<file path="config.mk">
export PLATFORM = sky130hd
export DESIGN_NAME = pmc_ctrl
export DESIGN_NICKNAME = d
export VERILOG_FILES = /design/src/pmc_pkg.sv /design/src/pmc_ctrl.sv
export VERILOG_INCLUDE_DIRS = /design/src /design/src/src
export SDC_FILE = /design/constraint.sdc
export NUM_CORES = 1
export LEC_CHECK = 0
export ABC_AREA = 1
export BUFFER_PORTS_ARGS = -buffer_cell sky130_fd_sc_hd__buf_2
export CAP_MARGIN = 20
export CORE_UTILIZATION = 47
export DETAILED_ROUTE_END_ITERATION = 12
export PLACE_DENSITY = 0.79
export SYNTH_ARGS = -nofsm -noshare
export SYNTH_HDL_FRONTEND = slang
export SYNTH_SLANG_ARGS = --single-unit
</file>
<file path="constraint.sdc">
create_clock -name aclk -period 1.65 [get_ports aclk]
set_clock_uncertainty 0.05 [all_clocks]
set_input_delay 0.165 -clock aclk [delete_from_list [all_inputs] [get_ports aclk]]
set_output_delay 0.165 -clock aclk [all_outputs]
set_load 0.01 [all_outputs]
</file>
<file path="src/pmc_params.svh">
// pmc_params.svh: offsets, field positions, reset values and timing for the power-mode controller
// assumes: included by the package, by the controller module and by the bench
`ifndef PMC_PARAMS_SVH
`define PMC_PARAMS_SVH

// register byte offsets on the axi4-lite slave
`define PMC_OFS_PWR_CTRL   12'h000
`define PMC_OFS_PLL_CTRL   12'h004
`define PMC_OFS_STATUS     12'h008
`define PMC_OFS_WAKE_SRC   12'h00c

// power_control_reg bit positions
`define PMC_PC_IDLE        0
`define PMC_PC_PDOWN       1
`define PMC_PC_SPI_WAKE    2
`define PMC_PC_INT0_WAKE   3

// pll_control_reg bit position
`define PMC_PLL_OSC_STOP   3

// reset values
`define PMC_PWR_CTRL_RST   8'h00
`define PMC_PLL_CTRL_RST   8'h00

// axi response codes
`define PMC_RESP_OKAY      2'b00
`define PMC_RESP_SLVERR    2'b10

// power-on release time
`define PMC_POR_HOLD_MS    128
`define PMC_CLK_MHZ        250
`define PMC_POR_CYCLES     (`PMC_POR_HOLD_MS * 1000 * `PMC_CLK_MHZ)

`endif

</file>
<file path="src/pmc_pkg.sv">
// pmc_pkg.sv: types shared by the power-mode controller and its bench
// assumes: pmc_params.svh sits on the include path
`include "pmc_params.svh"

package pmc_pkg;

   // power modes, one-hot
   typedef enum logic [3:0] {
      PMC_ST_POR   = 4'b0001,  // held by power-on or pin reset
      PMC_ST_RUN   = 4'b0010,  // normal clocking
      PMC_ST_IDLE  = 4'b0100,  // core clock stopped
      PMC_ST_PDOWN = 4'b1000   // pll and core clock stopped
   } pmc_state_e;

   // axi4-lite write and read side from master
   typedef struct packed {
      logic        awvalid;    // write address valid
      logic [11:0] awaddr;     // write byte address
      logic        wvalid;     // write data valid
      logic [31:0] wdata;      // write data
      logic [3:0]  wstrb;      // byte enables
      logic        bready;     // response ready
      logic        arvalid;    // read address valid
      logic [11:0] araddr;     // read byte address
      logic        rready;     // read data ready
   } pmc_axi_req_s;

   // axi4-lite answers from slave
   typedef struct packed {
      logic        awready;    // write address taken
      logic        wready;     // write data taken
      logic        bvalid;     // write response valid
      logic [1:0]  bresp;      // write response
      logic        arready;    // read address taken
      logic        rvalid;     // read data valid
      logic [31:0] rdata;      // read data
      logic [1:0]  rresp;      // read response
   } pmc_axi_rsp_s;

   // clock and pin controls toward the chip
   typedef struct packed {
      logic core_clk_en;       // core clock gate
      logic pll_en;            // pll running
      logic osc_en;            // crystal oscillator running
      logic periph_clk_en;     // peripheral clock gate, not the interval counter
      logic ictr_clk_en;       // interval counter clock gate
      logic core_reset;        // core held in reset
      logic hold_regs;         // freeze core registers and port pins
      logic dac_hiz;           // converter output to high impedance
      logic addr_latch_strobe; // address-latch strobe level
      logic prog_store_strobe; // program-store strobe level
      logic strobe_override;   // strobes forced by this block
   } pmc_ctrl_s;

endpackage

</file>
<file path="src/pmc_ctrl.sv">
// pmc_ctrl.sv: power-mode and power-on reset controller with an axi4-lite register slave
// assumes: one clock aclk at 250 mhz; pins already synchronous except por and reset pin,
//          which pass a three-flop filter here; interrupt requests come from core-clock logic
//
// Implementation choices: the address map and register access over AXI4-Lite.
`timescale 1ns/1ps
`default_nettype none
`include "pmc_params.svh"

module pmc_ctrl #(
   parameter int unsigned POR_CYCLES = `PMC_POR_CYCLES  // power-on hold, shorten in simulation
) (
   input  wire logic             aclk,            // 250 mhz clock
   input  wire logic             aresetn,         // synchronous reset, active low
   input  wire pmc_pkg::pmc_axi_req_s axi_req,    // axi4-lite requests
   output pmc_pkg::pmc_axi_rsp_s axi_rsp,         // axi4-lite answers
   input  wire logic             supply_ok,       // digital supply above threshold, async
   input  wire logic             reset_pin,       // external reset pin, active high, async
   input  wire logic             irq_pending,     // any enabled interrupt pending
   input  wire logic             ictr_irq,        // interval counter interrupt
   input  wire logic             spi_irq,         // spi interrupt
   input  wire logic             ext_int0_irq,    // external interrupt 0 request
   input  wire logic             ictr_enable,     // interval counter enabled by software
   output pmc_pkg::pmc_ctrl_s    ctrl,            // clock and pin controls
   output pmc_pkg::pmc_state_e   mode             // present power mode
);
   import pmc_pkg::*;

   // pins from outside aclk are filtered before use; everything else is same-clock
   // a glitch shorter than one cycle never reaches the mode machine
   // three-flop input filters
   logic [2:0] sup_sync_q;    // supply ok chain
   logic [2:0] rst_sync_q;    // reset pin chain
   logic       sup_ok_q;      // filtered supply level
   logic       rst_pin_q;     // filtered reset pin level

   // software-visible state; only the low byte of each word is implemented
   // upper bits read as zero so wider writes are harmless
   // registers
   logic [7:0] power_control_reg_q;  // mode and wake enables
   logic [7:0] pll_control_reg_q;    // oscillator stop bit lives here
   logic [3:0] wake_src_q;           // last wake cause, sticky until written
   pmc_state_e state_q;              // power mode
   logic [$clog2(POR_CYCLES+1)-1:0] por_cnt_q;  // release timer

   // one write and one read may be outstanding; no deeper queue is kept
   // because the master never issues more than that
   // axi slave state
   logic        aw_got_q;     // write address held
   logic        w_got_q;      // write data held
   logic [11:0] awaddr_q;     // captured write address
   logic [31:0] wdata_q;      // captured write data
   logic [3:0]  wstrb_q;      // captured strobes
   logic        bvalid_q;     // write response pending
   logic [1:0]  bresp_q;      // write response code
   logic        rvalid_q;     // read data pending
   logic [31:0] rdata_q;      // read data
   logic [1:0]  rresp_q;      // read response code

   logic wr_fire;             // both halves of a write present
   logic wr_ctrl;             // write hits control register
   logic wr_pll;              // write hits pll register
   logic wr_wake;             // write hits wake source register
   logic wake_pd;             // a power-down wake source fires
   logic mode_exit;           // leaving idle or power-down this cycle
   logic hard_reset;          // reset pin or low supply active

   // unmapped offsets answer with slverr rather than hanging the bus
   // shared by both channels so the two decodes cannot drift apart
   // known register offset check, used by read and write decode
   function automatic logic pmc_mapped(input logic [11:0] a);
      pmc_mapped = (a == `PMC_OFS_PWR_CTRL) || (a == `PMC_OFS_PLL_CTRL) ||
                   (a == `PMC_OFS_STATUS)   || (a == `PMC_OFS_WAKE_SRC);
   endfunction

   // input filters, change accepted when the last two stages agree
   always_ff @(posedge aclk) begin
      if (!aresetn) begin
         sup_sync_q <= 3'h0;
         rst_sync_q <= 3'h0;
         sup_ok_q   <= 1'b0;
         rst_pin_q  <= 1'b0;
      end else begin
         sup_sync_q <= {sup_sync_q[1:0], supply_ok};
         rst_sync_q <= {rst_sync_q[1:0], reset_pin};
         if (sup_sync_q[2] == sup_sync_q[1]) begin
            sup_ok_q <= sup_sync_q[2];
         end
         if (rst_sync_q[2] == rst_sync_q[1]) begin
            rst_pin_q <= rst_sync_q[2];
         end
      end
   end

   // both sources share one path, so regs, mode and timer reset together
   // reset pin or low supply restarts everything except the bus channels and the input filters
   assign hard_reset = rst_pin_q || !sup_ok_q;

   // irq_pending is not used here: only these three sources survive power-down
   // the interval counter needs no enable bit to wake the part
   // wake sources for power-down; the spi and int0 paths gated by their enable bits
   assign wake_pd = ictr_irq
                  || (spi_irq && power_control_reg_q[`PMC_PC_SPI_WAKE])
                  || (ext_int0_irq && power_control_reg_q[`PMC_PC_INT0_WAKE]);

   // same-clock level inputs, so no filter delay on the wake path
   // idle ends on any enabled interrupt, power-down only on its own sources
   // exit from a low-power mode by interrupt
   assign mode_exit = ((state_q == PMC_ST_IDLE) && irq_pending) ||
                      ((state_q == PMC_ST_PDOWN) && wake_pd);

   // one-hot states; a bad code falls back to por rather than locking up
   // hard_reset outranks every transition, including a wake in the same cycle
   // power mode machine
   always_ff @(posedge aclk) begin
      if (!aresetn) begin
         state_q <= PMC_ST_POR;
      end else if (hard_reset) begin
         state_q <= PMC_ST_POR;
      end else begin
         case (state_q)
            PMC_ST_POR: begin
               // release once the hold timer expires
               if (por_cnt_q == '0) begin
                  state_q <= PMC_ST_RUN;
               end
            end
            PMC_ST_RUN: begin
               // power-down wins if both bits are set in one write
               if (power_control_reg_q[`PMC_PC_PDOWN]) begin
                  state_q <= PMC_ST_PDOWN;
               end else if (power_control_reg_q[`PMC_PC_IDLE]) begin
                  state_q <= PMC_ST_IDLE;
               end
            end
            PMC_ST_IDLE: begin
               if (mode_exit) begin
                  state_q <= PMC_ST_RUN;
               end
            end
            PMC_ST_PDOWN: begin
               // interrupt return resumes after the entering instruction: pc was frozen
               if (mode_exit) begin
                  state_q <= PMC_ST_RUN;
               end
            end
            default: begin
               state_q <= PMC_ST_POR;  // illegal code recovers through reset
            end
         endcase
      end
   end

   // counts down only in por; zero means release
   // power-on release timer; a pin reset also reloads it, a simplification that costs
   // one extra hold after a manual reset but keeps a single release path
   always_ff @(posedge aclk) begin
      if (!aresetn) begin
         por_cnt_q <= ($clog2(POR_CYCLES+1))'(POR_CYCLES);
      end else if (hard_reset) begin
         por_cnt_q <= ($clog2(POR_CYCLES+1))'(POR_CYCLES);
      end else if ((state_q == PMC_ST_POR) && (por_cnt_q != '0)) begin
         por_cnt_q <= por_cnt_q - 1'b1;
      end
   end

   // each half is latched on its own handshake; the commit waits for both
   // and for a free response slot, so a stalled bready stalls the next write
   // axi write channel capture, address and data in either order
   assign wr_fire = aw_got_q && w_got_q && !bvalid_q;
   assign wr_ctrl = wr_fire && (awaddr_q == `PMC_OFS_PWR_CTRL) && wstrb_q[0];
   assign wr_pll  = wr_fire && (awaddr_q == `PMC_OFS_PLL_CTRL) && wstrb_q[0];
   assign wr_wake = wr_fire && (awaddr_q == `PMC_OFS_WAKE_SRC) && wstrb_q[0];

   always_ff @(posedge aclk) begin
      if (!aresetn) begin
         aw_got_q <= 1'b0;
         w_got_q  <= 1'b0;
         awaddr_q <= 12'h000;
         wdata_q  <= 32'h0000_0000;
         wstrb_q  <= 4'h0;
         bvalid_q <= 1'b0;
         bresp_q  <= `PMC_RESP_OKAY;
      end else begin
         // address half
         if (axi_req.awvalid && !aw_got_q) begin
            aw_got_q <= 1'b1;
            awaddr_q <= axi_req.awaddr;
         end
         // data half
         if (axi_req.wvalid && !w_got_q) begin
            w_got_q <= 1'b1;
            wdata_q <= axi_req.wdata;
            wstrb_q <= axi_req.wstrb;
         end
         // both present: commit and answer
         if (wr_fire) begin
            aw_got_q <= 1'b0;
            w_got_q  <= 1'b0;
            bvalid_q <= 1'b1;
            bresp_q  <= pmc_mapped(awaddr_q) ? `PMC_RESP_OKAY : `PMC_RESP_SLVERR;
         end else if (bvalid_q && axi_req.bready) begin
            bvalid_q <= 1'b0;
         end
      end
   end

   // writes outside run are ignored so a sleeping core cannot retrigger a mode
   // power_control_reg: software sets, hardware clears mode bits on exit
   always_ff @(posedge aclk) begin
      if (!aresetn || hard_reset) begin
         power_control_reg_q <= `PMC_PWR_CTRL_RST;
      end else if (mode_exit) begin
         // exit clears mode bits; a write in this cycle is dropped so the core
         // does not drop straight back into the mode it just left
         power_control_reg_q[`PMC_PC_IDLE]  <= 1'b0;
         power_control_reg_q[`PMC_PC_PDOWN] <= 1'b0;
      end else if (wr_ctrl && (state_q == PMC_ST_RUN)) begin
         power_control_reg_q <= wdata_q[7:0];
      end
   end

   // the oscillator-stop bit acts only in power-down
   // pll_control_reg and wake cause record
   always_ff @(posedge aclk) begin
      if (!aresetn || hard_reset) begin
         pll_control_reg_q <= `PMC_PLL_CTRL_RST;
         wake_src_q        <= 4'h0;
      end else begin
         if (wr_pll) begin
            pll_control_reg_q <= wdata_q[7:0];
         end
         // set wins over a software clear in the same cycle
         if (mode_exit) begin
            wake_src_q <= {ext_int0_irq, spi_irq, ictr_irq, state_q == PMC_ST_IDLE};
         end else if (wr_wake) begin
            wake_src_q <= wake_src_q & ~wdata_q[3:0];
         end
      end
   end

   // data is sampled at address time, so a mode change during an rready stall
   // is not reflected in the word already returned
   // axi read channel, one cycle after the address is taken
   always_ff @(posedge aclk) begin
      if (!aresetn) begin
         rvalid_q <= 1'b0;
         rdata_q  <= 32'h0000_0000;
         rresp_q  <= `PMC_RESP_OKAY;
      end else if (axi_req.arvalid && !rvalid_q) begin
         rvalid_q <= 1'b1;
         rresp_q  <= pmc_mapped(axi_req.araddr) ? `PMC_RESP_OKAY : `PMC_RESP_SLVERR;
         case (axi_req.araddr)
            `PMC_OFS_PWR_CTRL: rdata_q <= {24'h000000, power_control_reg_q};
            `PMC_OFS_PLL_CTRL: rdata_q <= {24'h000000, pll_control_reg_q};
            `PMC_OFS_STATUS:   rdata_q <= {28'h0000000, state_q};
            `PMC_OFS_WAKE_SRC: rdata_q <= {28'h0000000, wake_src_q};
            default:           rdata_q <= 32'h0000_0000;  // unmapped reads zero
         endcase
      end else if (rvalid_q && axi_req.rready) begin
         rvalid_q <= 1'b0;
      end
   end

   // ready outputs come from flops only, no input-to-output path
   // arready drops while a read answer is pending
   // bus answers; ready only while the half is not already held
   always_comb begin
      axi_rsp.awready = !aw_got_q;
      axi_rsp.wready  = !w_got_q;
      axi_rsp.bvalid  = bvalid_q;
      axi_rsp.bresp   = bresp_q;
      axi_rsp.arready = !rvalid_q;
      axi_rsp.rvalid  = rvalid_q;
      axi_rsp.rdata   = rdata_q;
      axi_rsp.rresp   = rresp_q;
   end

   // controls trail the mode by one edge; gating cells see glitch-free levels
   // strobes only matter while strobe_override is high
   // clock gating and pin controls registered from the mode
   always_ff @(posedge aclk) begin
      if (!aresetn) begin
         ctrl <= '{core_clk_en: 1'b0, pll_en: 1'b1, osc_en: 1'b1, periph_clk_en: 1'b0,
                   ictr_clk_en: 1'b0, core_reset: 1'b1, hold_regs: 1'b0, dac_hiz: 1'b0,
                   addr_latch_strobe: 1'b0, prog_store_strobe: 1'b0, strobe_override: 1'b0};
      end else begin
         case (state_q)
            PMC_ST_POR: begin
               // core in reset, clocks running so the pll can settle
               ctrl <= '{core_clk_en: 1'b0, pll_en: 1'b1, osc_en: 1'b1, periph_clk_en: 1'b0,
                         ictr_clk_en: 1'b0, core_reset: 1'b1, hold_regs: 1'b0, dac_hiz: 1'b0,
                         addr_latch_strobe: 1'b0, prog_store_strobe: 1'b0, strobe_override: 1'b0};
            end
            PMC_ST_IDLE: begin
               // core clock off, peripherals on, strobes high
               ctrl <= '{core_clk_en: 1'b0, pll_en: 1'b1, osc_en: 1'b1,
                         periph_clk_en: 1'b1, ictr_clk_en: ictr_enable,
                         core_reset: 1'b0, hold_regs: 1'b1, dac_hiz: 1'b0,
                         addr_latch_strobe: 1'b1, prog_store_strobe: 1'b1,
                         strobe_override: 1'b1};
            end
            PMC_ST_PDOWN: begin
               // everything off but the oscillator and, if enabled, the interval counter; the oscillator-stop bit stops both
               ctrl <= '{core_clk_en: 1'b0, pll_en: 1'b0,
                         osc_en: !pll_control_reg_q[`PMC_PLL_OSC_STOP],
                         periph_clk_en: 1'b0,
                         ictr_clk_en: ictr_enable && !pll_control_reg_q[`PMC_PLL_OSC_STOP],
                         core_reset: 1'b0, hold_regs: 1'b1, dac_hiz: 1'b1,
                         addr_latch_strobe: 1'b0, prog_store_strobe: 1'b0,
                         strobe_override: 1'b1};
            end
            default: begin
               // normal running
               ctrl <= '{core_clk_en: 1'b1, pll_en: 1'b1, osc_en: 1'b1, periph_clk_en: 1'b1,
                         ictr_clk_en: ictr_enable, core_reset: 1'b0, hold_regs: 1'b0, dac_hiz: 1'b0,
                         addr_latch_strobe: 1'b0, prog_store_strobe: 1'b0, strobe_override: 1'b0};
            end
         endcase
      end
   end

   // status register reads the same one-hot code
   // present mode
   assign mode = state_q;

endmodule
`default_nettype wire

</file>
# After elaboration in Yosys (flattened, before gate mapping)
# Cells that the tools add are included.
[op_classes]
addsub = 1
n_mul = 0
div_mod_pow = 0
order_cmp = 0
n_eq_ne = 15
n_shift = 0
mux = 15
n_bitwise = 4
reduce_logical = 51
[op_table]
columns = ["cell", "count"]
rows = [
  ["12-bit by 4-bit equality test with 1-bit output (second input constant)", 4],
  ["11-bit one-hot mux with 3 select lines", 1],
  ["8-bit one-hot mux with 4 select lines", 1],
  ["25-bit logical NOT", 1],
  ["25-bit nonzero test", 1],
  ["25-bit by 1-bit subtractor with 25-bit output (second input constant)", 1],
  ["12-bit by 3-bit equality test with 1-bit output (second input constant)", 2],
  ["12-bit logical NOT", 2],
  ["4-bit two-way mux", 6],
  ["1-bit logical AND", 20],
  ["4-bit one-hot mux with 3 select lines", 1],
  ["1-bit logical OR", 11],
  ["2-bit OR reduction", 4],
  ["1-bit logical NOT", 7],
  ["2-bit nonzero test", 3],
  ["4-bit AND", 1],
  ["4-bit by 1-bit equality test with 1-bit output (second input constant)", 1],
  ["4-bit by 2-bit equality test with 1-bit output (second input constant)", 1],
  ["4-bit by 3-bit equality test with 1-bit output (second input constant)", 1],
  ["4-bit equality test (second input constant)", 1],
  ["1-bit two-way mux", 4],
  ["2-bit two-way mux", 2],
  ["4-bit inverter", 1],
  ["3-bit != test (second input constant)", 1],
  ["6 further kinds", 8],
]
[totals]
register_bits = 129
latch_bits = 0
ram_bits = 0
rom_bits = 0
out_inout_bits = 56
memories = 0

# Longest topological paths before layout
# Gate-level depths: netlist (run 1).
[depth]
word_depth = 7
ltp_mapped = 11

# Worst setup path after synthesis (run 1)
# OpenSTA, ideal clock, no wires.
[synth_path]
kind = "reg-to-reg"
start = "register por_cnt_q[0]"
end = "register por_cnt_q[13]"
arrival_ns = 1.500
required_time_ns = 1.481
path_slack_ns = -0.019
stages_incl_launch_ff = 11
n_path_buf = 1
path_cell_list = "dfxtp_1 -> inv_1 -> ha_1 -> nand2_2 -> nor2_4 -> nand3_4 -> o21ai_4 -> buf_6 -> nor2_1 -> o21ai_0 -> nor2_1"
[synth_between]
elab_chain_len = 2
[synth_lines]
columns = ["item", "line", "source"]
rows = [
  ["from (decl)", "pmc_ctrl.sv:44", "logic [$clog2(POR_CYCLES+1)-1:0] por_cnt_q;"],
  ["from (signal assigned)", "pmc_ctrl.sv:159", "por_cnt_q <= ($clog2(POR_CYCLES+1))'(POR_CYCLES);"],
  ["from (signal assigned)", "pmc_ctrl.sv:161", "por_cnt_q <= ($clog2(POR_CYCLES+1))'(POR_CYCLES);"],
  ["from (signal assigned)", "pmc_ctrl.sv:163", "por_cnt_q <= por_cnt_q - 1'b1;"],
  ["branches (longest 2 deep; another with 25-bit by 1-bit subtractor with 25-bit output)", "n/a", ""],
]
# Several ways; the timed one is not identified.
# A chain may end at the register's enable or synchronous reset.

# Final worst setup path (run 1)
[layout_path]
start = "register por_cnt_q[4]"
end = "register por_cnt_q[10]"
# The elaborated chain is that of the path after synthesis.

==> results of run 1 <==
==> worst max-delay path: cells and delay by family, from the launching register on <==
family	cells	cell delay, ns
buffers and inverters	3	0.39
DFF	1	0.38
and+or+nand+nor	7	0.73
AOI/OAI and AO/OA	1	0.13
==> per-layer routing <==
metal	vias to the layer above	global-route usage, %	wire (um)
li1	2307	-	-
met1	2176	28.2	5210
met2	185	36.3	5800
met3	24	4.04	682
met4	0	5.27	189
met5	-	0	0
==> per-stage QoR <==
| step | utilization, % | worst slack (ns) | hold slack [ns] |
|---|---|---|---|
| 2_1_floorplan | - | 0.00300 | 0.213 |
| 3_3_place_gp | 55.3 | 0.0179 | 0.294 |
| 3_5_place_dp | 55.3 | -0.0546 | 0.305 |
| 4_1_cts | 59.3 | -0.0179 | 0.00145 |
| 5_1_grt | 62.2 | -0.166 | 0.00148 |
| 6_report | 62.2 | -0.0875 | 0.00223 |
==> sequential cells by signal, indices dropped and copies added, names as in the netlist, 3 cells and up <==
register	flops
awaddr_q	12
wake_src_q	4
por_cnt_q	25
power_control_reg_q	8
pll_control_reg_q	8
ctrl	9
sup_sync_q	3
wdata_q	8
rst_sync_q	3
mode	4
rdata_q	8
==> synth_stat cells (2+ instances only) <==
cell | number | share of area (%)
nor2_4 | 7 | 1.7
clkbuf_1 | 8 | 0.64
a21oi_1 | 66 | 7.0
inv_1 | 83 | 6.6
nand3_2 | 2 | 0.42
xnor2_1 | 6 | 1.1
nand3_1 | 49 | 5.2
nor2_2 | 5 | 0.66
o22ai_1 | 4 | 0.53
buf_4 | 31 | 4.9
nor3b_1 | 2 | 0.32
nor2_1 | 73 | 5.8
o21ai_0 | 45 | 4.8
a211oi_1 | 2 | 0.32
buf_6 | 2 | 0.48
nand2_2 | 4 | 0.53
nor4_1 | 2 | 0.27
nor3_1 | 9 | 0.96
inv_2 | 6 | 0.48
dfxtp_1 | 101 | 43
nand4_1 | 13 | 1.7
nand2_1 | 108 | 8.6
xor2_1 | 3 | 0.56
o21ai_1 | 2 | 0.21
buf_2 | 2 | 0.21
==> power breakdown <==
group	internal (mW)	switching (mW)
registers	2.50	0.0337
clock network	0.599	0.965
logic	0.137	0.205
total	3.23	1.20
==> layout make-up <==
| class | count | area (um^2) |
|---|---|---|
| Inverter | 90 | 338 |
| Sequential cell | 101 | 2030 |
| Tap cell | 133 | 166 |
| Clock inverter | 7 | 73.8 |
| Multi-Input combinational cell | 440 | 2350 |
| Timing Repair Buffer | 141 | 972 |
| Fill cell | 795 | 3670 |
| Clock buffer | 9 | 124 |
==> logic make-up after synthesis <==
group	Yosys count
other	1
DFF	101
and+or+nand+nor	279
adders and majority gates	2
xor gates and xnor gates	9
buffers and inverters	135
AOI/OAI and AO/OA	123
==> how the worst max path moves through the flow <==
stage	from	end	slack, ns	cells past startpoint
global placement	por_cnt_q[0]$_SDFFE_PP0P_	por_cnt_q[1]$_SDFFE_PP0P_	0.02	10
global route	por_cnt_q[4]$_SDFFE_PP0P_	por_cnt_q[10]$_SDFFE_PP0P_	-0.17	11
CTS	por_cnt_q[0]$_SDFFE_PP0P_	por_cnt_q[1]$_SDFFE_PP0P_	-0.02	10
detailed placement	por_cnt_q[0]$_SDFFE_PP0P_	por_cnt_q[22]$_SDFFE_PP1P_	-0.05	11
finish	por_cnt_q[4]$_SDFFE_PP0P_	por_cnt_q[10]$_SDFFE_PP0P_	-0.09	11
floorplan	por_cnt_q[0]$_SDFFE_PP0P_	por_cnt_q[13]$_SDFFE_PP0P_	0.003	10
==> what timing repair did <==
| action | CTS | global route |
|---|---|---|
| endpoints found under the setup margin | 14 | 40 |
| resized for setup | 11 | 64 |
| hold endpoints to repair | 12 | 0 |
| buffers inserted | 4 | 8 |
| hold buffers | 12 | 0 |
| pin swaps | 8 | 28 |
| cloned | 1 | 1 |
==> results by group, run 1 <==
Status
  • Status: finished, violations left
  • Violated checks: setup timing

Layout
  • Area Overhead vs Synth: 28.5%
  • Commonest cells after routing, fill and taps aside: nand2_1 (96), dfxtp_1 (96), inv_1 (78), buf_2 (76), nor2_1 (66)
  • Fin cells: between 900 and 1,000
  • Post-route cell area: 0.00605 mm^2
  • Layout cells sized above 1: 28.7%
  • Nets: 858
  • N_diodes: 0

Setup path
  • CP max FO: 4
  • R2R Path Start: por_cnt_q[4]$_SDFFE_PP0P_
  • RR Endpoint: por_cnt_q[10]$_SDFFE_PP0P_
  • Crit-path cells: inv_1, nand2_1, nor2_1, nand3_4, buf_6, nor2_4, nor2_4, buf_6, nand3_2, nand2_1, a21oi_1
  • Flop-to-flop setup slack: -0.09 ns
  • Worst Path Arrival: roughly 2 ns
  • Max stage delay on crit path: about 0.38 ns
  • Startpoint Class: register
  • Crit Path Category: reg -> reg
  • Crit end category: register
  • Crit path max-delay cell type: dfxtp_1
  • Worst Path Required: about 1.9 ns
  • Cell depth of the worst flop-to-flop path: 11

Logic synthesis
  • Post-synthesis xor/xnor area fraction: between 1.5 and 2%
  • Post-synthesis sequential area ratio: 42.9%
  • Post-synth EDFFs: 0
  • Post-Syn Area per Cell: approximately 7.3 um^2
  • Synth Area in Compound Gates: around 14%
  • Ys Warns: 0
  • Combinational family with the most area after synthesis: simple AND/OR/NAND/NOR gates
  • Ys flop type: dfxtp_1
  • Synth Area in Simple Gates: approximately 28%
  • Synthesis-stage register bit count: 101
  • Post-synthesis mux area share: 0%
  • Yosys cell types: 40
  • Post-synth ARST share: 0%
  • Share of synthesized cell area in full adder, half adder and majority cells: less than 1%
  • Synth Cell Area: 0.00471 mm^2
  • Synth Instances: 650

STA
  • RSZ-0062 raised after global routing: yes
  • Setup TNS: -0.915 ns
  • Crit share post-route: 105%
  • F_max: between 0.5 and 0.6 GHz
  • Final Hold Fails: 0
  • Pins Over Slew Limit: 0
  • Final setup vio count: 20
  • Worst Tran Pin Value: 0.572 ns
  • Max_slew headroom: about three fifths
  • Period minus WS final: 1.74 ns
  • PnR worst setup slack: -0.0875 ns

Clock tree
  • Clk root buf: clkbuf_8
  • Worst-path clk slew: 0.11 ns
  • Clock Latency Late Sink: 0.38 ns
  • # clock sinks: about 100
  • Max Buffers Root-to-Sink: 2
  • Num CTS Buffers: 9
  • H-tree levels: 3
  • CTS tree: yes

Global route
  • Vias in the first global route: 4,088
  • Global route total overflow: 0
  • Gr usage total: roughly 21%
  • Pin count of the biggest net entering global routing: 35
  • Initial antenna violation count: 0
  • First-pass GRT wire length: roughly 18 mm

Pwr
  • Power per cell area: around 730 mW/mm^2
  • Max IR drop VDD: between 500 and 600 uV
  • LEAKAGE: roughly 2.8 nW
  • Total Power: about 4.4 mW

Floorplan
  • Die area: roughly 0.010 mm^2
  • Die Y: between 100 and 150 um
  • Cell row count: 36
  • Die Wd: 102 um
  • I/O pins: 130
  • Starting Density: 48.4%
  • Core area: 0.00973 mm^2

Detailed routing
  • First-pass detailed-route iteration total: 5
  • Drt wl/cell: between 10 and 15 um
  • Routed via count: 4,692
  • Initial DRC count: approximately 240
  • Total Wirelength: approximately 12 mm
  • Post-DRT Antenna Nets: 0
  • DRC Markers: 0
  • Via density: 5.09

Worst hold path
  • WHS Endpoint: bvalid_q$_SDFFE_PN0P_
  • HP Class: in -> reg
  • Worst Hold Depth: 4
  • Hold_sp: axi_req[14]

Flow run
  • Maxcap violations: 0

Place
  • Placed inst area: approximately 0.0054 mm^2
  • Port bufs: 76
  • Placed cell count: 879
  • Routability congestion estimate: a little over 0.8
  • Hpwl dp: between 7 and 8 mm
Note: power is estimated with default switching activity, not from simulation.
==> run 2: changes to the inputs <==
--- a/config.mk
+++ b/config.mk
@@ -11,6 +11,7 @@
 export CAP_MARGIN = 20
 export CORE_UTILIZATION = 47
 export DETAILED_ROUTE_END_ITERATION = 12
+export MAX_ROUTING_LAYER = met4
 export PLACE_DENSITY = 0.79
 export SYNTH_ARGS = -nofsm -noshare
 export SYNTH_HDL_FRONTEND = slang
==> run 2 against run 1 <==
The run still ends with setup timing left. Via count is 0.28% lower. Hold slack about the same. Highest routed layer unchanged. Sequential share of layout area is the same. Non-clock buffer count did not move. Maximum frequency is 0.76% higher. Die area unchanged. Critical path depth unchanged. Sequential power barely moved. Design area stayed put. Flip-flop and latch count unchanged. Clock power hardly changed.
==> results by group, run 2 (same netlist as run 1, synthesis figures left out) <==
Floorplan
  • Die Y: 102 um (unchanged)
  • I/O pins: 130 (unchanged)
  • Core area: 0.00973 mm^2 (unchanged)
  • Die area: 0.0104 mm^2 (unchanged)
  • Die Wd: 102 um (unchanged)
  • Starting Density: 48.4% (unchanged)
  • Cell row count: 36 (unchanged)

Layout
  • Filler cells: 795 (unchanged)
  • Largest registers: por_cnt_q: 25 flops, awaddr_q: 12 flops, ctrl: 9 flops (unchanged)
  • Register area: 0.00203 mm^2 (unchanged)
  • Fin cells: 921 (unchanged)
  • Max FFs per register: 25 (unchanged)
  • Layout cells sized above 1: 28.7% (unchanged)
  • Nets: 858 (unchanged)
  • Most flops, register: por_cnt_q (unchanged)
  • Commonest cells after routing, fill and taps aside: nand2_1 (96), dfxtp_1 (96), inv_1 (78), buf_2 (76), nor2_1 (66) (unchanged)
  • N_diodes: 0 (unchanged)
  • Area Overhead vs Synth: 28.5% (unchanged)
  • Multi-input gate area: 0.00235 mm^2 (unchanged)

Setup path
  • Cell depth of the worst flop-to-flop path: 11 (unchanged)
  • RR Endpoint: por_cnt_q[10]$_SDFFE_PP0P_ (unchanged)
  • Crit end category: register (unchanged)
  • CP max FO: 4 (unchanged)
  • Flop-to-flop setup slack: -0.07 ns (was -0.09 ns)
  • Startpoint Class: register (unchanged)
  • End of the critical path: por_cnt_q[10]$_SDFFE_PP0P_ (unchanged)
  • Worst Path Required: 1.92 ns (was 1.91 ns)
  • Crit Path Category: reg -> reg (unchanged)
  • Worst Path Arrival: 1.99 ns (was 2.00 ns)
  • R2R Path Start: por_cnt_q[4]$_SDFFE_PP0P_ (unchanged)
  • Worst setup startpoint: por_cnt_q[4]$_SDFFE_PP0P_ (unchanged)

Detailed routing
  • Routed via count: 4,679 (was 4,692)
  • Via density: 5.08 (was 5.09)
  • Initial DRC count: 276 (was 238)
  • Post-DRT Antenna Nets: 0 (unchanged)
  • DRC Markers: 0 (unchanged)
  • Total Wirelength: 11.9 mm (about the same)
  • Drt wl/cell: 12.9 um (about the same)
  • First-pass detailed-route iteration total: 5 (unchanged)

Global route
  • First-pass GRT wire length: 17.8 mm (about the same)
  • Gr usage total: 22.1% (was 21.4%)
  • Initial antenna violation count: 0 (unchanged)
  • Global route total overflow: 0 (unchanged)
  • Vias in the first global route: 4,073 (was 4,088)
  • Pin count of the biggest net entering global routing: 35 (unchanged)

Place
  • Routability congestion estimate: 0.840 (was 0.827)
  • Placed cell count: 879 (unchanged)
  • Hpwl dp: 7.86 mm (unchanged)
  • Port bufs: 76 (unchanged)
  • Place WS: -0.0546 ns (unchanged)

STA
  • Final Hold Fails: 0 (unchanged)
  • Max_slew headroom: 61.3% (was 61.8%)
  • Pins Over Slew Limit: 0 (unchanged)
  • Setup TNS: -0.574 ns (was -0.915 ns)
  • Worst Tran Pin Value: 0.580 ns (was 0.572 ns)
  • Final setup vio count: 18 (was 20)
  • F_max: 0.580 GHz (was 0.576 GHz)
  • Crit share post-route: 105% (about the same)
  • Hold slack: 0.00186 ns (was 0.00223 ns)
  • RSZ-0062 raised after global routing: yes (unchanged)
  • Period minus WS final: 1.72 ns (was 1.74 ns)
  • PnR worst setup slack: -0.0744 ns (was -0.0875 ns)

Pwr
  • Net Sw Power: 1.21 mW (was 1.20 mW)
  • Seq pwr share: 57.0% (about the same)
  • Sw Share: 27.2% (was 27.1%)
  • Max IR drop VDD: 552 uV (was 550 uV)
  • Power per cell area: 733 mW/mm^2 (about the same)
  • LEAKAGE: 2.77 nW (unchanged)
  • Cell Int Power: 3.23 mW (about the same)
  • Combinational group share of total power: 7.7% (about the same)
  • Clock power share: 35.3% (about the same)
  • Total Power: 4.44 mW (about the same)

Flow run
  • Maxcap violations: 0 (unchanged)

Clock tree
  • H-tree levels: 3 (unchanged)
  • Worst-path clk slew: 0.11 ns (about the same)
  • Max Buffers Root-to-Sink: 2 (unchanged)
  • CTS tree: yes (unchanged)
  • Clock Latency Late Sink: 0.38 ns (about the same)
  • # clock sinks: 101 (unchanged)
  • Num CTS Buffers: 9 (unchanged)
  • Clk root buf: clkbuf_8 (unchanged)

Status
  • Violated checks: setup timing (unchanged)
  • Status: finished, violations left (unchanged)

Worst hold path
  • Worst Hold Depth: 4 (unchanged)
  • HP Class: in -> reg (unchanged)
==> run 2: what timing repair did <==
action                                  CTS  global route
pin swaps                                 8            28
gates resized for setup                  11            64
hold buffers                             12             0
buffers inserted                          4             8
endpoints found under the setup margin   14            40
cloned                                    1             1
endpoints found under the hold margin    12             0
==> run 2: layer usage <==
metal / track usage [%] / wire length, um
met5: - / 0
met3: 3.76 / 743
met4: 5.27 / 186
met2: 36.3 / 5800
met1: 28.4 / 5170
==> run 2: final cells by class <==
type	instances	area share, %
clock buffer	9	2.05
clock inverter	7	1.22
inverter	90	5.58
multi-input combinational	440	38.9
sequential	101	33.5
tap	133	2.75
timing repair buffer	141	16.1
==> run 2: critical path, cell delays in order, from the launching register on <==
cell     delay [ns]
dfxtp_1        0.38
inv_1          0.12
nand2_1        0.08
nor2_1         0.18
nand3_4        0.12
buf_6          0.14
nor2_4         0.18
nor2_4         0.06
buf_6          0.13
nand3_2        0.05
nand2_1        0.05
a21oi_1        0.13
==> run 2: how the worst min path moves through the flow <==
stage / endpoint / slack, ns / from
floorplan: rst_sync_q[0]$_SDFF_PN0_ / 0.21 / reset_pin
global placement: sup_sync_q[0]$_SDFF_PN0_ / 0.29 / supply_ok
detailed placement: sup_sync_q[0]$_SDFF_PN0_ / 0.31 / supply_ok
CTS: bvalid_q$_SDFFE_PN0P_ / 0.001 / axi_req[14]
global route: wake_src_q[1]$_SDFFE_PP0P_ / 0.001 / ictr_irq
finish: bvalid_q$_SDFFE_PN0P_ / 0.002 / axi_req[14]
==> run 2: power groups by stage <==
stage          combinational (mW)  clock [mW]  sequential, mW
2_1_floorplan               0.237           0            2.58
3_3_place_gp                0.299           0            2.58
3_5_place_dp                0.309           0            2.59
4_1_cts                     0.333        1.58            2.53
5_1_grt                     0.389        1.68            2.54
6_report                    0.342        1.57            2.53
==> run 2: stage by stage <==
stage,cell area (um^2),utilization [%]
global placement,5380,55.3
floorplan,4810,-
CTS,5770,59.3
detailed placement,5380,55.3
finish,6050,62.2
global route,6050,62.2
